### src/design/sscf_defs.vh
// Register offsets, field positions, reset values and frame constants
`ifndef SSCF_DEFS_VH
`define SSCF_DEFS_VH
// Register indices on the local port
`define SSCF_REG_CTRL 3'h0
`define SSCF_REG_GPO 3'h1
`define SSCF_REG_MODCFG 3'h2
`define SSCF_REG_DEV 3'h3
`define SSCF_REG_STATUS 3'h4
`define SSCF_REG_OFFLO 3'h5
`define SSCF_REG_OFFHI 3'h6
// Control register bits
`define SSCF_CTRL_SOFT 0
`define SSCF_CTRL_ENABLE 1
`define SSCF_CTRL_PATH 2
`define SSCF_CTRL_RESET 3
`define SSCF_CTRL_FULL_DUPLEX_SELECT 4
`define SSCF_CTRL_CPOUT0 5
`define SSCF_CTRL_CPOUT1 6
`define SSCF_CTRL_RST 7'h00
// Output register fields
`define SSCF_GPO_P1_LSB 0
`define SSCF_GPO_P2_LSB 8
`define SSCF_GPO_RST 16'h0000
// Modulation config fields
`define SSCF_MOD_SETUP_LSB 0
`define SSCF_MOD_STEP_LSB 2
`define SSCF_MODCFG_RST 6'h00
`define SSCF_SETUP_FSK 2'h3
`define SSCF_SETUP_CONT 2'h1
`define SSCF_DEV_RST 16'h0000
// Fsk select on output pin index 2
`define SSCF_FSK_PIN 2
// Serial frame: 2 chip address, 3 register, 16 data bits
`define SSCF_FRAME_BITS 5'h15
`endif

### src/design/sscf_ctrl.v
// Serial control, multi-chip addressing, output pins and modulation offset
//
// How it works
// - Software-control bit set: enable, path and reset come from control register.
// - Under software control the three hardware control lines are ignored.
// - Under software control the two control pins become general outputs.
// - Up to four chips share the serial bus, addressed by two strap pins.
// - After reset every serial write is accepted regardless of strap pins.
// - Once software control is set, only frames matching the straps are taken.
// - Output pins come from path 1 or path 2 field by path selection.
// - Setup field 11 selects FSK; output pin 2 becomes the select input.
// - In FSK the select input picks zero offset or programmed deviation.
// - Offset is signed deviation word shifted by step exponent, units fpd/2^16.
// - Setup field 01 selects continuous modulation with the same fields.
// - In continuous mode a new deviation word updates the offset at once.
// - Path low: bank1/mixer1; high: bank2/mixer2; full duplex: both mixers.
// - Reset line low, without software control, returns registers, serial receiver and outputs, addressing too, to power-up.
//
// Implementation choices: the strobed register port and the address map.
`timescale 1ns/1ns
`include "sscf_defs.vh"
module sscf_ctrl #(
    parameter NGPO = 6
) (
    input wire clock,
    input wire rst_n,
    input wire [2:0] regAddr,
    input wire [15:0] regWrData,
    input wire regWr,
    input wire regRd,
    output reg [15:0] regRdData,
    input wire serialClk,
    input wire serialData,
    input wire serialEnN,
    input wire chipEnableLine,
    input wire pathSelectLine,
    input wire activeLowResetLineN,
    input wire addressStrapLow,
    input wire addressStrapHigh,
    input wire [NGPO-1:0] gpPinIn,
    output reg [NGPO-1:0] gpPinOut,
    output reg [NGPO-1:0] gpPinOe,
    output reg [1:0] ctrlPinOut,
    output reg [1:0] ctrlPinOe,
    output reg chipEnable,
    output reg bank2Select,
    output reg mixer1Active,
    output reg mixer2Active,
    output reg fskActive,
    output reg [31:0] freqOffset
);
    // Pin synchronisers: clk, data, en, enable, path, reset, strap lo/hi, fsk
    reg [8:0] pinMeta_q;
    reg [8:0] pinSync_q;
    wire [8:0] pinRaw = {gpPinIn[`SSCF_FSK_PIN], addressStrapHigh, addressStrapLow,
        activeLowResetLineN, pathSelectLine, chipEnableLine, serialEnN,
        serialData, serialClk};
    // Reset to idle pin levels: serial enable high, reset line high, all else low.
    // Any other value would fake a reset-line pulse or a frame edge after reset.
    always @(posedge clock) begin
        if (!rst_n) begin
            pinMeta_q <= 9'h024;
            pinSync_q <= 9'h024;
        end else begin
            pinMeta_q <= pinRaw;
            pinSync_q <= pinMeta_q;
        end
    end
    wire sClk = pinSync_q[0];
    wire sData = pinSync_q[1];
    wire sEnN = pinSync_q[2];
    wire hwEnable = pinSync_q[3];
    wire hwPath = pinSync_q[4];
    wire hwResetN = pinSync_q[5];
    wire [1:0] strap = pinSync_q[7:6];
    wire fskSel = pinSync_q[8];

    // Registers
    reg [6:0] ctrl_q;
    reg [6:0] ctrl_d;
    reg [15:0] gpo_q;
    reg [15:0] gpo_d;
    reg [5:0] modCfg_q;
    reg [5:0] modCfg_d;
    reg [15:0] dev_q;
    reg [15:0] dev_d;

    wire softCtrl = ctrl_q[`SSCF_CTRL_SOFT];
    // Hardware lines have no effect while software owns control
    wire effEnable = softCtrl ? ctrl_q[`SSCF_CTRL_ENABLE] : hwEnable;
    wire effPath = softCtrl ? ctrl_q[`SSCF_CTRL_PATH] : hwPath;
    wire softReset = softCtrl & ctrl_q[`SSCF_CTRL_RESET];
    wire hwReset = ~softCtrl & ~hwResetN;
    wire digReset = ~rst_n | hwReset | softReset;

    wire [1:0] modulation_setup_field = modCfg_q[`SSCF_MOD_SETUP_LSB +: 2];
    wire [3:0] deviation_step_exponent = modCfg_q[`SSCF_MOD_STEP_LSB +: 4];
    wire fskMode = (modulation_setup_field == `SSCF_SETUP_FSK);
    wire contMode = (modulation_setup_field == `SSCF_SETUP_CONT);

    // Serial receiver state
    reg sClkPrev_q;
    reg sEnPrev_q;
    reg [20:0] shift_q;
    reg [4:0] bitCnt_q;
    reg serWr_q;
    reg [2:0] serAddr_q;
    reg [15:0] serData_q;

    // Serial shift: bits on rising serial clock while enable is low
    // Frame commits when enable rises, only if exactly full length
    always @(posedge clock) begin
        if (digReset) begin
            sClkPrev_q <= 1'b0;
            sEnPrev_q <= 1'b1;
            shift_q <= 21'h00_0000;
            bitCnt_q <= 5'h00;
            serWr_q <= 1'b0;
            serAddr_q <= 3'h0;
            serData_q <= 16'h0000;
        end else begin
            sClkPrev_q <= sClk;
            sEnPrev_q <= sEnN;
            serWr_q <= 1'b0;
            if (sEnN) begin
                bitCnt_q <= 5'h00;
            end else if (sClk && !sClkPrev_q) begin
                shift_q <= {shift_q[19:0], sData};
                if (bitCnt_q != 5'h1F) begin
                    bitCnt_q <= bitCnt_q + 5'h01;
                end
            end
            if (sEnN && !sEnPrev_q && bitCnt_q == `SSCF_FRAME_BITS) begin
                // Broadcast until software control is set, then strap match
                if (!softCtrl || shift_q[20:19] == strap) begin
                    serWr_q <= 1'b1;
                end
                serAddr_q <= shift_q[18:16];
                serData_q <= shift_q[15:0];
            end
        end
    end

    // Register next values; a serial write lands after a local one
    always @* begin
        ctrl_d = ctrl_q;
        gpo_d = gpo_q;
        modCfg_d = modCfg_q;
        dev_d = dev_q;
        if (regWr) begin
            case (regAddr)
                `SSCF_REG_CTRL: ctrl_d = regWrData[6:0];
                `SSCF_REG_GPO: gpo_d = regWrData;
                `SSCF_REG_MODCFG: modCfg_d = regWrData[5:0];
                `SSCF_REG_DEV: dev_d = regWrData;
                default: ;
            endcase
        end
        if (serWr_q) begin
            case (serAddr_q)
                `SSCF_REG_CTRL: ctrl_d = serData_q[6:0];
                `SSCF_REG_GPO: gpo_d = serData_q;
                `SSCF_REG_MODCFG: modCfg_d = serData_q[5:0];
                `SSCF_REG_DEV: dev_d = serData_q;
                default: ;
            endcase
        end
    end

    // Register update; any reset source clears addressing state too
    always @(posedge clock) begin
        if (digReset) begin
            ctrl_q <= `SSCF_CTRL_RST;
            gpo_q <= `SSCF_GPO_RST;
            modCfg_q <= `SSCF_MODCFG_RST;
            dev_q <= `SSCF_DEV_RST;
        end else begin
            ctrl_q <= ctrl_d;
            gpo_q <= gpo_d;
            modCfg_q <= modCfg_d;
            dev_q <= dev_d;
        end
    end

    // Offset: sign-extend deviation, scale by 2^step
    wire [31:0] devExt = {{16{dev_q[15]}}, dev_q};
    wire [31:0] devScaled = devExt << deviation_step_exponent;
    reg [31:0] offsetSel;
    always @* begin
        if (fskMode) begin
            offsetSel = fskSel ? devScaled : 32'h0000_0000;
        end else if (contMode) begin
            offsetSel = devScaled;
        end else begin
            offsetSel = 32'h0000_0000;
        end
    end

    // Path-selected output levels; fsk pin released as an input
    wire [NGPO-1:0] gpoLevel = effPath ? gpo_q[`SSCF_GPO_P2_LSB +: NGPO]
                                       : gpo_q[`SSCF_GPO_P1_LSB +: NGPO];
    reg [NGPO-1:0] gpoEnable;
    always @* begin
        gpoEnable = {NGPO{1'b1}};
        if (fskMode) begin
            gpoEnable[`SSCF_FSK_PIN] = 1'b0;
        end
    end

    // Read data one cycle after the strobe; unmapped reads zero
    always @(posedge clock) begin
        if (!rst_n) begin
            regRdData <= 16'h0000;
        end else if (regRd) begin
            case (regAddr)
                `SSCF_REG_CTRL: regRdData <= {9'h000, ctrl_q};
                `SSCF_REG_GPO: regRdData <= gpo_q;
                `SSCF_REG_MODCFG: regRdData <= {10'h000, modCfg_q};
                `SSCF_REG_DEV: regRdData <= dev_q;
                `SSCF_REG_STATUS: regRdData <= {9'h000, fskSel, strap, effPath,
                    effEnable, fskMode, softCtrl};
                `SSCF_REG_OFFLO: regRdData <= freqOffset[15:0];
                `SSCF_REG_OFFHI: regRdData <= freqOffset[31:16];
                default: regRdData <= 16'h0000;
            endcase
        end else begin
            regRdData <= 16'h0000;
        end
    end

    // Registered outputs
    always @(posedge clock) begin
        if (digReset) begin
            gpPinOut <= {NGPO{1'b0}};
            gpPinOe <= {NGPO{1'b0}};
            ctrlPinOut <= 2'h0;
            ctrlPinOe <= 2'h0;
            chipEnable <= 1'b0;
            bank2Select <= 1'b0;
            mixer1Active <= 1'b0;
            mixer2Active <= 1'b0;
            fskActive <= 1'b0;
            freqOffset <= 32'h0000_0000;
        end else begin
            gpPinOut <= gpoLevel;
            gpPinOe <= gpoEnable;
            // Control pins only drive once software owns control
            ctrlPinOut <= {ctrl_q[`SSCF_CTRL_CPOUT1], ctrl_q[`SSCF_CTRL_CPOUT0]};
            ctrlPinOe <= {softCtrl, softCtrl};
            chipEnable <= effEnable;
            bank2Select <= effPath;
            mixer1Active <= ~effPath | ctrl_q[`SSCF_CTRL_FULL_DUPLEX_SELECT];
            mixer2Active <= effPath | ctrl_q[`SSCF_CTRL_FULL_DUPLEX_SELECT];
            fskActive <= fskMode;
            freqOffset <= offsetSel;
        end
    end
endmodule // sscf_ctrl

### config.mk
export PLATFORM = sky130hd
export DESIGN_NAME = sscf_ctrl
export DESIGN_NICKNAME = d
export VERILOG_FILES = /design/src/design/sscf_ctrl.v
export VERILOG_INCLUDE_DIRS = /design/src /design/src/design
export SDC_FILE = /design/constraint.sdc
export NUM_CORES = 1
export LEC_CHECK = 0
export ABC_AREA = 1
export BUFFER_PORTS_ARGS = -buffer_cell sky130_fd_sc_hd__buf_2
export CAP_MARGIN = 20
export CORE_MARGIN = 10
export CORE_UTILIZATION = 52
export CTS_BUF_LIST = sky130_fd_sc_hd__clkbuf_4 sky130_fd_sc_hd__clkbuf_8 sky130_fd_sc_hd__clkbuf_16
export DETAILED_ROUTE_END_ITERATION = 7
export PLACE_DENSITY = 0.73
export SLEW_MARGIN = 20
export SYNTH_ARGS = -nofsm -noshare
export SYNTH_HDL_FRONTEND = slang
export SYNTH_SLANG_ARGS = --single-unit
### constraint.sdc
create_clock -name clock -period 1.5 [get_ports clock]
set_input_delay 0.075 -clock clock [delete_from_list [all_inputs] [get_ports clock]]
set_output_delay 0.075 -clock clock [all_outputs]
set_load 0.01 [all_outputs]
==> results.toml <==
[clocking]
cts-htree-levels = 4
cts.path.max_buffers = 2
clk_pin_slew_ns = 0.07
insertion_delay_ns = 0.44
cts_tree = "done"
cts_num_sinks = 174
cts_root_buf = "clkbuf_16"
numCtsBuffers = 17

[sta]
final.period_utilization = 0.998
report.final.slew_viol_count = 0
hold_viol = 0
setup_violations = 0
fin_worst_skew_ns = 0.00877
slew_headroom = 0.631
worst-slew-pin-transition_ns = 0.552
fin_crit_ns = 1.50
rsz0062_at_grt = "yes"
max_freq_mhz = 668

[hold_path]
hold_class = "in -> reg"

[floorplan]
rows = 43
die_y_um = 140
io_pins = 106
fp.dieW_um = 140
initial_core_util = 0.535
die_area_sq_um = 19600
core-area_sq_um = 14000

[routing]
vias = 7156
viasPerCell = 5.22
totalWireLength_um = 20900
drc = 0
ant_nets = 0
firstDrtPassIters = 5
drtIter0Drc = 659
avgRoutedWirePerCell_um = 15.3

[worst_setup_path]
critical_path_arrival_ns = 1.81
critPathLaunchType = "flop"
end_kind = "flop"
cp_data_required_time_ns = 1.81
timing.critical_path.slowest_cell_delay_ns = 0.36
crit_chain = "inv_2 -> o21ai_4 -> nor2_4 -> buf_12 -> buf_4 -> nand2_1 -> o21ai_0"
cp_slowest_cell = "dfxtp_4"
crit_fanout = 9
criticalPathCategory = "reg -> reg"

[logic_synthesis]
synth_edf_count = 0
synth_cells = 1059
syn_nets = 1099
synth_top_area_cell = "dfxtp_1"
synth_cell_types = 31
ys_async_sr_fraction = 0
ys.warnings.count = 0
synth_area_sq_um = 7480
synth_top_area_share = 0.466
ys.flop_type = "dfxtp_1"
synth_area_leaders = "dfxtp_1 (47%), nand2_1 (12%), o21ai_0 (8.1%), inv_1 (8.1%), a21oi_1 (6.6%)"
seq_area_frac_synth = 0.466
syn_avg_cell_area_sq_um = 7.06
ys_ff_latch = 174

[power]
power.leakage_uw = 0.00434
total_power_uw = 9900
max-vdd-ir-drop_mv = 0.720
p_per_area_nw_per_um2 = 1080

[cells_and_area]
antenna-diode-count = 0
drive_above_1_share = 0.169
syn2layout_area_growth_pct = 22.5
final_cell_mix = "nand2_1 (242), dfxtp_1 (171), inv_1 (157)"
fin_nets = 1219
final_common_cell = "nand2_1"
fillers = 1249
layoutNonFillerInstCount = 1372

[global_route]
antenna_found_initial = 0
grt.overflow.total = 0
grt_max_degree = 49
gr-usage-all-layers = 0.210
grt_pass1_wl_um = 33700
grt_pass1_vias = 6690

[place]
io_buffers = 100
dp_cells = 1320
gp_congestion = 0.963
post-dp-hpwl_um = 15600

[run_status]
status = "finished, final reports clean"

[flow_run]
cap_violations = 0
layer usage:
layer  vias to the layer above  GRT usage  wire (um)
li1                       3637          -          -
met1                      3208      0.258       8880
met2                       259      0.341       9640
met3                        52     0.0490       1730
met4                         0     0.0973        691
met5                         -          0          0
final timing paths:
path / startpoint / to / slack [ns] / cells after the start
min: regWrData[6] / dev_q[6] / 0.01 / 5
max: ctrl_q[0] / gpPinOut[4] / 0.003 / 7
min reg2reg: pinMeta_q[2] / pinSync_q[2] / 0.41 / 2
max reg2reg: ctrl_q[0] / gpPinOut[4] / 0.003 / 7
state kept, by name (all words and copies together), names as in the netlist, 2 cells and up:
| register | cells |
|---|---|
| bitCnt_q | 5 |
| ctrlPinOut | 2 |
| ctrl_q | 7 |
| dev_q | 16 |
| freqOffset | 31 |
| gpPinOe | 2 |
| gpPinOut | 6 |
| gpo_q | 16 |
| modCfg_q | 6 |
| pinMeta_q | 9 |
| pinSync_q | 9 |
| regRdData | 16 |
| serAddr_q | 3 |
| serData_q | 16 |
| shift_q | 21 |
through the flow:
stage	hold slack [ns]	area, sq um	utilization	setup TNS (ns)	setup slack (ns)
floorplan	0.160	7480	-	0	0.0198
global placement	0.245	8280	0.592	-0.00170	-0.00170
detailed placement	0.261	8280	0.592	-0.191	-0.0605
CTS	0.00215	9110	0.651	0	0.00459
global route	0.0480	9160	0.655	-0.661	-0.0729
finish	0.0110	9160	0.655	0	0.00254
synth_stat cells, types with 5 or more instances:
master    number
buf_1          5
o21ai_0      121
o21ai_1        5
buf_4          7
dfxtp_1      174
o21bai_1       6
nand2_1      243
o211ai_1      17
a31oi_1        9
a21oi_1       98
nor2_1        46
nor3_1         9
clkbuf_1      26
nand3_1       85
buf_2         19
inv_1        161
o22ai_1        5
cell families (layout without fill, tap and decap cells):
group	after synthesis	after routing	share of synthesized area
flip-flops	174	174	0.466
buffers and inverters	224	357	0.120
adder cells (fa/ha/maj)	3	3	0.00502
AND/OR/NAND/NOR	395	395	0.222
XOR/XNOR	2	2	0.00234
AO/OA/AOI/OAI	261	261	0.185
critical path, delay by kind of cell (launching register included):
family                 cells  cell delay, ns
and+or+nand+nor            2            0.24
AOI/OAI and AO/OA          2            0.41
DFF                        1            0.36
buffers and inverters      3            0.36
where the power goes:
group | internal [uW] | switching, uW | leakage (uW)
logic | 242 | 393 | 0.00262
clock network | 2570 | 1970 | 0.000303
registers | 4690 | 37.4 | 0.00141
final cells by class:
class                           count  area, sq um  share of cell area
Sequential cell                   174         3490               0.381
Multi-Input combinational cell    661         3160               0.344
Timing Repair Buffer              159         1050               0.115
Inverter                          166          624              0.0681
Clock buffer                       18          439              0.0479
Tap cell                          180          225              0.0246
Clock inverter                     14          174              0.0190
repair_timing:
action,CTS,global route
pin swaps,1,4
buffers inserted,2,0
endpoints found under the hold margin,18,0
gates resized for setup,5,26
cloned,0,0
endpoints found under the setup margin,20,62
hold buffers,18,0
Power figures use the tool's default switching activity.
